$ cat src/pkg/mcc_consts.vh
`ifndef MCC_CONSTS_VH
`define MCC_CONSTS_VH

// Register addresses on the plain register port.
`define MCC_ADDR_W 3
`define MCC_A_PRESCALE 3'h0
`define MCC_A_MASK 3'h1
`define MCC_A_FLAG 3'h2
`define MCC_A_CTRL_A 3'h3
`define MCC_A_COMPARE 3'h4

// Reset values.
`define MCC_RST_BYTE 8'h00
`define MCC_RST_NIB 4'h0
`define MCC_RST_SIX 6'h00
`define MCC_RST_FLAG 7'h00

// Ratio prescale register fields.
`define MCC_SA_HI 7
`define MCC_SA_LO 4
`define MCC_ST_HI 3
`define MCC_ST_LO 0
`define MCC_ST_MAX 4'hf
`define MCC_ST_MIN 4'h0
`define MCC_ST_ONE 4'h1

// Interrupt mask register fields.
`define MCC_M_HYST 7
`define MCC_M_CURR 6
`define MCC_M_RATIO 5
`define MCC_M_OVF 4
`define MCC_M_EMERG 3
`define MCC_M_ZERO 2
`define MCC_M_DEMAG 1
`define MCC_M_COMM 0
`define MCC_M_WR_HI 5

// Interrupt flag register fields.
`define MCC_F_RSVD 7
`define MCC_F_UP 6
`define MCC_F_DOWN 5
`define MCC_F_OVF 4
`define MCC_F_EMERG 3
`define MCC_F_ZERO 2
`define MCC_F_DEMAG 1
`define MCC_F_COMM 0
`define MCC_F_HI 6

// Control register A fields.
`define MCC_C_MOE 7
`define MCC_C_RST 6
`define MCC_C_SENSOR 5
`define MCC_C_DIRECT 4
`define MCC_C_CURMODE 3
`define MCC_C_AUTO 2
`define MCC_C_FILTER 1
`define MCC_C_CAPSEL 0

// Multiplier: compare = weight * capture / 32.
`define MCC_PROD_W 16
`define MCC_Q_HI 12
`define MCC_Q_LO 5
`define MCC_OVF_HI 15
`define MCC_OVF_LO 13

`endif

$ cat src/logic/mcc_regs.v
// What this block does
// Upper prescale nibble holds current-mode sampling ratio, software read/write.
// Lower nibble is timer prescaler, bumped up or down by ratio events.
// Mask bit 7 reads hysteresis comparator level; writes ignored.
// Mask bit 6 reads current loop comparator level; writes ignored.
// Mask bits 5,4,3,2,0 enable ratio, overflow, emergency, zero, commute.
// Demag-end interrupt enabled only with its mask and a demag enable.
// Flag bit 7 always reads zero.
// Flag bits 4..0 mark pending overflow, emergency, zero, demag, commute.
// In autoswitched mode ratio flags are only pending event indicators.
// Switched mode: ratio-up flag bumps prescaler, shifts timers right at commute.
// Switched mode: ratio-down flag lowers prescaler, shifts timers left.
// Output enable clear tristates outputs and stops unit clocks.
// Control bit 6 resets the unit registers except the synchronisers, MOTOR_OUT and read data, not the whole chip.
// Bit 5 picks sensorless or sensor mode; the demag PWM select is honoured in both.
// Without direct access preloads transfer only at commutation.
// Direct access: phase write drives outputs now, timer clock off.
// Control bit 3 selects voltage (0) or current (1) mode.
// Bit 2 selects switched or autoswitched; compare read-only when auto.
// Control bit 1 enables the current feedback filter.
// Bit 0 picks previous or latest capture; compare is weight*capture/32.
// Preload bits take effect at next commutation unless direct access.
// Software clears flags by writing zero; request holds while enabled.
`include "mcc_consts.vh"

module mcc_regs (
  input wire CLOCK,
  input wire RESETN,
  input wire [`MCC_ADDR_W-1:0] ADDR,
  input wire [7:0] WDATA,
  input wire WR,
  input wire RD,
  output wire [7:0] RDATA,
  input wire HYST_COMP,
  input wire CURR_COMP,
  input wire EMERGENCY_N,
  input wire COMMUTE_EV,
  input wire ZERO_CROSS_EV,
  input wire DEMAG_END_EV,
  input wire RATIO_UP_EV,
  input wire RATIO_DOWN_EV,
  input wire HW_DEMAG_EN,
  input wire SW_DEMAG_EN,
  input wire DEMAG_PWM_WR,
  input wire DEMAG_PWM_DATA,
  input wire PHASE_WR,
  input wire [5:0] PHASE_DATA,
  input wire [5:0] POLARITY,
  input wire [7:0] WEIGHT,
  input wire [7:0] PREV_CAPTURE,
  input wire [7:0] LATEST_CAPTURE,
  output wire [5:0] MOTOR_OUT,
  output wire [5:0] MOTOR_OE,
  output wire TIMER_CLK_EN,
  output wire TIMER_SHIFT_R,
  output wire TIMER_SHIFT_L,
  output wire [3:0] STEP_PRESCALE,
  output wire [3:0] SAMPLE_RATIO,
  output wire CURRENT_MODE,
  output wire SENSOR_MODE,
  output wire AUTO_COMMUTE,
  output wire FILTER_EN,
  output wire DEMAG_PWM_ACT,
  output wire [7:0] NEXT_COMPARE,
  output wire UNIT_SOFT_RESET,
  output wire IRQ_REQ
);

////////////////////////////////////////////////////////////////////////////////

reg [2:0] sync1_ff;
reg [2:0] sync2_ff;
reg emerg_prev_ff;
reg [3:0] sa_ff;
reg [3:0] st_ff;
reg [5:0] mask_ff;
reg [6:0] flag_ff;
reg [7:0] ctl_ff;
reg [7:0] cmp_ff;
reg [5:0] phase_pre_ff;
reg [5:0] phase_act_ff;
reg os2_pre_ff;
reg os2_act_ff;
reg [5:0] out_ff;
reg [5:0] oe_ff;
reg clk_en_ff;
reg shr_ff;
reg shl_ff;
reg irq_ff;
reg [7:0] rdata_ff;

// The comparator and emergency levels come from pins, so they pass two
// flip-flops first. The emergency stage resets high, which reads as no
// alarm, so the first cycles after reset do not raise a false stop.
wire hyst_s = sync2_ff[0];
wire curr_s = sync2_ff[1];
wire emerg_n_s = sync2_ff[2];
// The emergency pin acts on its synchronised level, so outputs release
// three cycles late; a truly asynchronous cut belongs in the pad logic.
wire emerg_fall = emerg_prev_ff & ~emerg_n_s;

wire output_enable_master = ctl_ff[`MCC_C_MOE];
wire direct = ctl_ff[`MCC_C_DIRECT];
wire auto_mode = ctl_ff[`MCC_C_AUTO];
wire soft_rst = ctl_ff[`MCC_C_RST];
// With the outputs disabled the unit clocks are stopped, so every event
// pulse is dropped rather than queued for later.
wire run = output_enable_master;
wire comm = COMMUTE_EV & run & ~direct;
wire direct_load = PHASE_WR & run & direct;
wire up_ev = RATIO_UP_EV & run;
wire down_ev = RATIO_DOWN_EV & run;

// Writes land at the edge that samples the strobe; the bus never waits.
// The compare register turns read-only while the hardware owns it.
wire wr_pre = WR & (ADDR == `MCC_A_PRESCALE);
wire wr_mask = WR & (ADDR == `MCC_A_MASK);
wire wr_flag = WR & (ADDR == `MCC_A_FLAG);
wire wr_ctl = WR & (ADDR == `MCC_A_CTRL_A);
wire wr_cmp = WR & (ADDR == `MCC_A_COMPARE) & ~auto_mode;

////////////////////////////////////////////////////////////////////////////////

// Dividing by 32 is a plain bit slice of the product. Any bit above the
// slice means the quotient no longer fits the compare register, which is
// reported as a multiplier overflow.
wire [7:0] cap_sel = ctl_ff[`MCC_C_CAPSEL] ?
  LATEST_CAPTURE : PREV_CAPTURE;
wire [`MCC_PROD_W-1:0] product = WEIGHT * cap_sel;
wire [7:0] quotient = product[`MCC_Q_HI:`MCC_Q_LO];
wire mul_ovf = |product[`MCC_OVF_HI:`MCC_OVF_LO];
wire zero_ev = ZERO_CROSS_EV & run;
wire auto_load = zero_ev & auto_mode;

////////////////////////////////////////////////////////////////////////////////

// Switched mode acts on a pending ratio flag at commutation only.
wire sw_up = comm & ~auto_mode & flag_ff[`MCC_F_UP];
wire sw_down = comm & ~auto_mode & flag_ff[`MCC_F_DOWN];
wire hw_inc = (auto_mode & up_ev) | sw_up;
wire hw_dec = (auto_mode & down_ev) | sw_down;

// A flag set by hardware in the same cycle that software clears it stays
// set, so no event is lost to a badly timed clear.
reg [6:0] flag_set;
reg [6:0] flag_clr;
reg [3:0] nxt_st;

always @* begin
  flag_set = `MCC_RST_FLAG;
  flag_set[`MCC_F_UP] = up_ev;
  flag_set[`MCC_F_DOWN] = down_ev;
  flag_set[`MCC_F_OVF] = auto_load & mul_ovf;
  flag_set[`MCC_F_EMERG] = emerg_fall;
  flag_set[`MCC_F_ZERO] = zero_ev;
  flag_set[`MCC_F_DEMAG] = DEMAG_END_EV & run;
  flag_set[`MCC_F_COMM] = comm;
  flag_clr = `MCC_RST_FLAG;
  if (wr_flag) begin
    flag_clr = ~WDATA[`MCC_F_HI:0];
  end
  flag_clr[`MCC_F_UP] = flag_clr[`MCC_F_UP] | sw_up;
  flag_clr[`MCC_F_DOWN] = flag_clr[`MCC_F_DOWN] | sw_down;
end

// Prescaler saturates so a run of slow-down events cannot wrap to fast.
always @* begin
  nxt_st = st_ff;
  if (wr_pre) begin
    nxt_st = WDATA[`MCC_ST_HI:`MCC_ST_LO];
  end else if (hw_inc & ~hw_dec & (st_ff != `MCC_ST_MAX)) begin
    nxt_st = st_ff + `MCC_ST_ONE;
  end else if (hw_dec & ~hw_inc & (st_ff != `MCC_ST_MIN)) begin
    nxt_st = st_ff - `MCC_ST_ONE;
  end
end

wire en_ratio = mask_ff[`MCC_M_RATIO];
wire en_ovf = mask_ff[`MCC_M_OVF];
wire en_emerg = mask_ff[`MCC_M_EMERG];
wire en_zero = mask_ff[`MCC_M_ZERO];
// The demag source only exists while one of the demag enables is on.
wire en_demag = mask_ff[`MCC_M_DEMAG] & (HW_DEMAG_EN | SW_DEMAG_EN);
wire en_comm = mask_ff[`MCC_M_COMM];
wire [5:0] irq_en = {en_ratio, en_ovf, en_emerg, en_zero, en_demag, en_comm};
wire [6:0] nxt_flag = (flag_ff & ~flag_clr) | flag_set;
// One ratio mask covers both directions, so the two flags are merged.
// The request follows the next flag value to save a cycle of latency.
wire [5:0] pend = {nxt_flag[`MCC_F_UP] | nxt_flag[`MCC_F_DOWN],
  nxt_flag[`MCC_F_OVF:0]};
wire nxt_irq = |(pend & irq_en);

////////////////////////////////////////////////////////////////////////////////

always @(posedge CLOCK or negedge RESETN) begin
  if (!RESETN) begin
    sync1_ff <= 3'h7;
    sync2_ff <= 3'h7;
    emerg_prev_ff <= 1'b1;
  end else begin
    sync1_ff <= {EMERGENCY_N, CURR_COMP, HYST_COMP};
    sync2_ff <= sync1_ff;
    emerg_prev_ff <= emerg_n_s;
  end
end

// The unit reset bit clears this block only; the synchronisers keep
// running so the comparator readback stays valid across it.
always @(posedge CLOCK or negedge RESETN) begin
  if (!RESETN) begin
    sa_ff <= `MCC_RST_NIB;
    st_ff <= `MCC_RST_NIB;
    mask_ff <= `MCC_RST_SIX;
    flag_ff <= `MCC_RST_FLAG;
    ctl_ff <= `MCC_RST_BYTE;
    cmp_ff <= `MCC_RST_BYTE;
    phase_pre_ff <= `MCC_RST_SIX;
    phase_act_ff <= `MCC_RST_SIX;
    os2_pre_ff <= 1'b0;
    os2_act_ff <= 1'b0;
    shr_ff <= 1'b0;
    shl_ff <= 1'b0;
  end else if (soft_rst) begin
    // The reset bit clears itself together with everything else.
    sa_ff <= `MCC_RST_NIB;
    st_ff <= `MCC_RST_NIB;
    mask_ff <= `MCC_RST_SIX;
    flag_ff <= `MCC_RST_FLAG;
    ctl_ff <= `MCC_RST_BYTE;
    cmp_ff <= `MCC_RST_BYTE;
    phase_pre_ff <= `MCC_RST_SIX;
    phase_act_ff <= `MCC_RST_SIX;
    os2_pre_ff <= 1'b0;
    os2_act_ff <= 1'b0;
    shr_ff <= 1'b0;
    shl_ff <= 1'b0;
  end else begin
    if (wr_pre) begin
      sa_ff <= WDATA[`MCC_SA_HI:`MCC_SA_LO];
    end
    st_ff <= nxt_st;
    if (wr_mask) begin
      mask_ff <= WDATA[`MCC_M_WR_HI:0];
    end
    flag_ff <= nxt_flag;
    if (wr_ctl) begin
      ctl_ff <= WDATA;
    end
    if (emerg_fall | ~emerg_n_s) begin
      ctl_ff[`MCC_C_MOE] <= 1'b0;
    end
    if (wr_cmp) begin
      cmp_ff <= WDATA;
    end else if (auto_load) begin
      cmp_ff <= quotient;
    end
    if (PHASE_WR) begin
      phase_pre_ff <= PHASE_DATA;
    end
    if (DEMAG_PWM_WR) begin
      os2_pre_ff <= DEMAG_PWM_DATA;
    end
    if (direct_load) begin
      phase_act_ff <= PHASE_DATA;
      os2_act_ff <= DEMAG_PWM_WR ? DEMAG_PWM_DATA : os2_pre_ff;
    end else if (comm) begin
      phase_act_ff <= phase_pre_ff;
      os2_act_ff <= os2_pre_ff;
    end
    shr_ff <= sw_up;
    shl_ff <= sw_down;
  end
end

////////////////////////////////////////////////////////////////////////////////

// Pin drive: polarity 1 means an active channel drives high.
always @(posedge CLOCK or negedge RESETN) begin
  if (!RESETN) begin
    out_ff <= `MCC_RST_SIX;
    oe_ff <= `MCC_RST_SIX;
    clk_en_ff <= 1'b0;
    irq_ff <= 1'b0;
  end else begin
    out_ff <= ~(phase_act_ff ^ POLARITY);
    oe_ff <= {6{output_enable_master & emerg_n_s & ~soft_rst}};
    clk_en_ff <= output_enable_master & ~direct & ~soft_rst;
    irq_ff <= nxt_irq & ~soft_rst;
  end
end

// Unused addresses read zero so software can probe the map safely.
reg [7:0] rd_mux;

always @* begin
  rd_mux = `MCC_RST_BYTE;
  case (ADDR)
    `MCC_A_PRESCALE: rd_mux = {sa_ff, st_ff};
    `MCC_A_MASK: rd_mux = {hyst_s, curr_s, mask_ff};
    `MCC_A_FLAG: rd_mux = {1'b0, flag_ff};
    `MCC_A_CTRL_A: rd_mux = ctl_ff;
    `MCC_A_COMPARE: rd_mux = cmp_ff;
    default: rd_mux = `MCC_RST_BYTE;
  endcase
end

// Read data stand for one cycle only and fall back to zero, so a stale
// value can never be mistaken for a fresh answer.
always @(posedge CLOCK or negedge RESETN) begin
  if (!RESETN) begin
    rdata_ff <= `MCC_RST_BYTE;
  end else if (RD) begin
    rdata_ff <= rd_mux;
  end else begin
    rdata_ff <= `MCC_RST_BYTE;
  end
end

////////////////////////////////////////////////////////////////////////////////

// Every output below is a register or a plain slice of one.
assign RDATA = rdata_ff;
assign MOTOR_OUT = out_ff;
assign MOTOR_OE = oe_ff;
assign TIMER_CLK_EN = clk_en_ff;
assign TIMER_SHIFT_R = shr_ff;
assign TIMER_SHIFT_L = shl_ff;
assign STEP_PRESCALE = st_ff;
assign SAMPLE_RATIO = sa_ff;
assign CURRENT_MODE = ctl_ff[`MCC_C_CURMODE];
assign SENSOR_MODE = ctl_ff[`MCC_C_SENSOR];
assign AUTO_COMMUTE = ctl_ff[`MCC_C_AUTO];
assign FILTER_EN = ctl_ff[`MCC_C_FILTER];
// The demag PWM select passes through in both modes; sensor mode does not gate it.
assign DEMAG_PWM_ACT = os2_act_ff;
assign NEXT_COMPARE = cmp_ff;
assign UNIT_SOFT_RESET = soft_rst;
assign IRQ_REQ = irq_ff;

endmodule // mcc_regs

$ cat config.mk
export PLATFORM = sky130hd
export DESIGN_NAME = mcc_regs
export DESIGN_NICKNAME = d
export VERILOG_FILES = /design/src/logic/mcc_regs.v
export VERILOG_INCLUDE_DIRS = /design/src /design/src/pkg
export SDC_FILE = /design/constraint.sdc
export NUM_CORES = 1
export LEC_CHECK = 0
export BUFFER_PORTS_ARGS = -buffer_cell sky130_fd_sc_hd__buf_2
export CAP_MARGIN = 0
export CORE_ASPECT_RATIO = 0.75
export CORE_MARGIN = 2
export CORE_UTILIZATION = 57
export CTS_CLUSTER_SIZE = 16
export DETAILED_ROUTE_END_ITERATION = 10
export PLACE_DENSITY = 0.82
export SLEW_MARGIN = 20
export SYNTH_ARGS = -nofsm -noshare
export SYNTH_HDL_FRONTEND = slang
export SYNTH_SLANG_ARGS = --single-unit
$ cat constraint.sdc
create_clock -name CLOCK -period 6.7 [get_ports CLOCK]
set_clock_uncertainty 0.05 [all_clocks]
set_input_delay 0 -clock CLOCK [delete_from_list [all_inputs] [get_ports CLOCK]]
set_output_delay 0 -clock CLOCK [all_outputs]
set_load 0.02 [all_outputs]
### After elaboration in Yosys (flattened, before gate mapping)

Cells that the tools add are included.
Widths: inputs -> output; s select.

* bits in registers: 77
* input bits: 64
* output and inout bits: 46

* add/subtract/negate cells: 2
* $mul: 1
* eq/ne operators: 5
* muxes and demuxes: 31
* bitwise gates (word level): 52
* reductions and logical operators: 12

Operators with widths (number)
* $mux 8: 7
* $mux 6: 7
* $pmux 8 s5: 1
* $and 1x1->1: 32
* $mux 4: 6
* $mul 8x8->16: 1
* $mux 7: 2
* $not 7->7: 2
* $reduce_bool 3->1: 3
* $mux 1: 8
* $reduce_bool 2->1: 4
* $reduce_bool 4->1: 2
* $and 7x7->7: 1
* $or 1x1->1: 7
* $or 7x7->7: 1
* $and 6x6->6: 1
* $eq 3x2->1 const B: 2
* $not 1->1: 6
* $not 6->6: 1
* $reduce_or 6->1: 1
* $xor 6x6->6: 1
* $add 4x1->4 const B: 1
* $ne 4x4->1 const B: 1
* $sub 4x1->4 const B: 1
* 4 further kinds: 4

### Longest topological paths before layout

* word-level depth: 12
* depth in mapped cells: 19

### Worst setup path before layout

Ideal clock, no wire load.

* path kind: flip-flop to flip-flop
* from: register ctl_ff[0]
* to: register irq_ff, in the netlist IRQ_REQ
* setup time: 0.082 ns
* arrival: 4.755 ns
* required time: 6.568 ns
* slack: 1.813 ns
* stages on the path, launching flop included: 19
* path buffers: 1
* period minus slack after synthesis: 4.887 ns
* cells stage by stage: dfrtp_1 -> buf_6 -> mux2i_1 -> nand2b_1 -> fa_1 -> fa_1 -> inv_1 -> fa_1 -> inv_1 -> fa_1 -> inv_1 -> ha_1 -> o21ai_0 -> o31a_1 -> o21a_1 -> or4_4 -> o211ai_2 -> o211ai_2 -> a31oi_1

* word-level cells in the longest chain between the ends: 8

Ends and longest elaborated chain
* start, declared: RTL line mcc_regs.v:78 `reg [7:0] ctl_ff;`
* start signal, assigned: RTL line mcc_regs.v:215 `` ctl_ff <= `MCC_RST_BYTE; ``
* start signal, assigned: RTL line mcc_regs.v:229 `` ctl_ff <= `MCC_RST_BYTE; ``
* $mux 8: RTL line mcc_regs.v:127 `` wire [7:0] cap_sel = ctl_ff[`MCC_C_CAPSEL] ? ``
* $mul 8x8->16: RTL line mcc_regs.v:129 `` wire [`MCC_PROD_W-1:0] product = WEIGHT * cap_sel; ``
* $reduce_or 3->1: RTL line mcc_regs.v:131 `` wire mul_ovf = |product[`MCC_OVF_HI:`MCC_OVF_LO]; ``
* $and 1x1->1: RTL line mcc_regs.v:153 `` flag_set[`MCC_F_OVF] = auto_load & mul_ovf; ``
* $or 7x7->7: RTL line mcc_regs.v:186 `wire [6:0] nxt_flag = (flag_ff & ~flag_clr) | flag_set;`
* $and 6x6->6: RTL line mcc_regs.v:191 `wire nxt_irq = |(pend & irq_en);`
* $reduce_or 6->1: RTL line mcc_regs.v:191
* $and 1x1->1: RTL line mcc_regs.v:288 `irq_ff <= nxt_irq & ~soft_rst;`
* end signal, assigned: RTL line mcc_regs.v:288
* end, declared: RTL line mcc_regs.v:89 `reg irq_ff;`

No other way between the ends.
A chain may end at the register's enable or synchronous reset.

### Worst setup path in the final report

* from: register ctl_ff[0]
* to: register flag_ff[4]

* word-level cells in the longest chain between the ends: 6

Ends and longest elaborated chain
* $mux 8: RTL line mcc_regs.v:127
* $mul 8x8->16: RTL line mcc_regs.v:129
* $reduce_or 3->1: RTL line mcc_regs.v:131
* $and 1x1->1: RTL line mcc_regs.v:153
* $or 7x7->7: RTL line mcc_regs.v:186
* $mux 7: RTL line mcc_regs.v:223 `end else if (soft_rst) begin`
* end signal, assigned: RTL line mcc_regs.v:214 `` flag_ff <= `MCC_RST_FLAG; ``
* end signal, assigned: RTL line mcc_regs.v:228 `` flag_ff <= `MCC_RST_FLAG; ``
* end signal, assigned: RTL line mcc_regs.v:245 `flag_ff <= nxt_flag;`
* end, declared: RTL line mcc_regs.v:77 `reg [6:0] flag_ff;`

No other way between the ends.

==> results.sh <==
export IMPL_drv_slew=0
export IMPL_grt_overflow_total=0
export IMPL_clk_pin_slew_ps=60
export IMPL_max_slew_worst_pin_slew_ps=1050
export IMPL_ir_worst_vdd_mv=0.209
export IMPL_pwr_share_seq_pct=26.5
export IMPL_r2r_slack_ps=1120
export IMPL_gp_congestion=0.880
export IMPL_cts_resized=0
export IMPL_period_share_pct=83.3
export IMPL_grt_pass1_vias=5045
export IMPL_placeableCoreArea_um2=9770
export IMPL_synth_seq_cells=77
export IMPL_timing_critical_path_mode_cell="fa_1"
export IMPL_critPathBufInv=3
export IMPL_final_cell_mix="buf_2 (108), dfrtp_1 (69), inv_1 (54)"
export IMPL_vias_per_cell=5.79
export IMPL_clockBufferDepth=2
export IMPL_grt_max_degree=78
export IMPL_hpwl_mm=10.9
export IMPL_cts_made_buffers=9
export IMPL_synth_async_reset_ratio_pct=100
export IMPL_num_rows=31
export IMPL_die_area_um2=11000
export IMPL_synth_edf_count=0
export IMPL_htree_num_levels=3
export IMPL_antenna_found_initial=0
export IMPL_clk_latency_ps=330
export IMPL_synth_nets=732
export IMPL_ant_nets=0
export IMPL_dpl_cell_area_um2=6360
export IMPL_grt_setup_unrepaired="no"
export IMPL_r2r_end="flag_ff[4]"
export IMPL_crit_fanout=10
export IMPL_fillers=740
export IMPL_synth_distinct_cells=62
export IMPL_syn_to_final_growth_pct=20.6
export IMPL_drt_iter0_drc=518
export IMPL_max_slew_margin_rel_pct=30.0
export IMPL_critPathTopFamily="adder cells"
export IMPL_ios=110
export IMPL_cap_viol_max_count=0
export IMPL_root_buffer="clkbuf_16"
export IMPL_setup_viol=0
export IMPL_crit_chain="mux2i_1, nand2b_1, fa_1, fa_1, inv_1, fa_1, inv_1, fa_1, inv_1, ha_1, o21ai_0, o31a_1, o21a_1, or4_4, o211ai_2, o21ai_0, a21oi_1"
export IMPL_crit_required_ps=6890
export IMPL_clkPwrFrac_pct=22.5
export IMPL_avgRoutedWirePerCell_um=17.3
export IMPL_whs_ps=22.7
export IMPL_port_buffers=109
export IMPL_powerDensity_nw_per_um2=341
export IMPL_seq_area_um2=1940
export IMPL_p_leak_nw=3.49
export IMPL_drive_gt1_share_pct=20.6
export IMPL_r2r_cells=17
export IMPL_clkSinkCount=77
export IMPL_die_height_um=91.3
export IMPL_mostFrequentLayoutCell="buf_2"
export IMPL_crit_cells=17
export IMPL_crit_arrival_ps=5780
export IMPL_ys_flop_type="dfrtp_1"
export IMPL_grt_usage_pct=28.4
export IMPL_avgSynthCellArea_um2=9.70
export IMPL_synth_warnings=0
export IMPL_vias=4948
export IMPL_cpPeakStageDelay_ps=690
export IMPL_p_sw_share_pct=41.1
export IMPL_multi_input_area_um2=3510
export IMPL_p_comb_share_pct=51.0
export IMPL_netlist_instances=597
export IMPL_drc_errors=0
export IMPL_start_kind="flop"
export IMPL_slowest_stage="mux2i_1"
export IMPL_cts_tree="done"
export IMPL_synth_seq_area_share_pct=33.4
export IMPL_hold_path_depth=4
export IMPL_status="finished clean"
export IMPL_hold_path_startpoint="RATIO_DOWN_EV"
export IMPL_hold_class="input port to flop"
export IMPL_timing_rr_start="ctl_ff[0]"
export IMPL_final_setup_tns_ps=0
export IMPL_start_util_pct=59.3
export IMPL_p_int_mw=1.40
export IMPL_diodes=0
export IMPL_worstSetupStartpoint="ctl_ff[0]"
export IMPL_p_sw_uw=978
export IMPL_drt_wl_total_mm=14.8
export IMPL_synth_area_um2=5790
export IMPL_first_pass_iters=5
export IMPL_design_final_nets=853
export IMPL_endpoint_kind="flop"
export IMPL_die_w_um=120
export IMPL_finalHoldViolCount=0
export IMPL_post_route_min_period_ps=5580
export IMPL_fmax_mhz=179
export IMPL_cp_endpoint="flag_ff[4]"
export IMPL_crit_type="flop to flop"
export IMPL_grt_pass1_wl_mm=24.8
export IMPL_final_cell_area_um2=6990
-- stage by stage --
| stage | total power, mW | util (%) | cells | worst slack [ps] |
|---|---|---|---|---|
| 6_report | 2.38 | 71.5 | 855 | 1120 |
| 5_1_grt | 2.57 | 71.5 | 855 | 754 |
| 4_1_cts | 2.37 | 71.5 | 855 | 1130 |
| 3_5_place_dp | 1.81 | 65.1 | 810 | 1130 |
| 3_3_place_gp | 1.75 | 65.1 | 810 | 1360 |
| 2_1_floorplan | 1.50 | - | 597 | 1810 |
-- layer usage --
layer	up-vias	share of wire, %	routed length, um	track usage [%]
li1	2246	-	-	-
met1	2418	43	6400	41.0
met2	253	47	6930	44.3
met3	31	8.2	1210	5.65
met4	0	1.5	225	6.88
met5	-	0	0	0
-- power groups by stage --
stage	sequential (mW)	clock (mW)	combinational [mW]
after global routing	0.641	0.559	1.37
after global placement	0.630	0	1.12
after CTS	0.627	0.538	1.21
after floorplan	0.665	0	0.836
after detailed placement	0.634	0	1.18
final	0.631	0.535	1.21
-- timing repair --
action / in CTS / in global routing
hold buffers: 29 / 0
hold endpoints to repair: 122 / 0
buffers inserted: 0 / 0
setup endpoints to repair: 0 / 0
-- state kept, by name (all words and copies together), names as in the netlist, 3 cells and up --
name and flops:
NEXT_COMPARE 8, RDATA 8, ctl_ff 8, flag_ff 7
MOTOR_OUT 6, mask_ff 6, phase_act_ff 6, phase_pre_ff 6
SAMPLE_RATIO 4, STEP_PRESCALE 4, sync1_ff 3, sync2_ff 3
-- worst register-to-register path, stage by stage (launching register included) --
cell      delay, ps
dfrtp_1         680
mux2i_1         700
nand2b_1        220
fa_1            420
fa_1            550
inv_1            50
fa_1            480
inv_1            50
fa_1            470
inv_1            40
ha_1            330
o21ai_0         100
o31a_1          260
o21a_1          180
or4_4           560
o211ai_2        110
o21ai_0         100
a21oi_1         150
-- area by class of cell --
type	instances	area share, %
multi-input cells	438	50.2
flip-flops and latches	77	27.7
repair buffers	138	12.0
clock buffers	11	3.62
inverters	54	2.90
well taps	132	2.36
clock inverters	5	1.18
-- worst min-delay path by stage --
stage	end	slack, ps
final	flag_ff[5]	20
after global routing	phase_pre_ff[2]	40
after CTS	flag_ff[5]	20
after detailed placement	sync1_ff[1]	60
after global placement	sync1_ff[2]	50
after floorplan	DEMAG_PWM_ACT	-350
-- synth_stat cells (all sizes together), types with 11 or more instances --
| library cell | count | area share (%) |
|---|---|---|
| a21oi | 41 | 3.5 |
| and2b | 12 | 1.7 |
| clkbuf | 17 | 1.1 |
| dfrtp | 70 | 30 |
| fa | 36 | 12 |
| ha | 35 | 7.6 |
| inv | 54 | 3.5 |
| mux2i | 43 | 7.6 |
| nand2 | 38 | 2.5 |
| nand2b | 11 | 1.2 |
| nor2 | 46 | 3.0 |
| nor2b | 45 | 4.9 |
| o21ai | 27 | 2.3 |
| xnor2 | 14 | 2.1 |
-- kinds of logic (layout without fill, tap and decap cells) --
group	after synthesis	after routing	share of synthesized area, %
simple gates	194	194	18.4
compound gates	111	111	11.7
buf+inv	82	208	6.01
flops	77	77	33.4
fa+ha+maj	71	71	20.0
mux	44	44	7.76
xor+xnor	18	18	2.72
No activity file was read; power rests on OpenSTA's default activity.
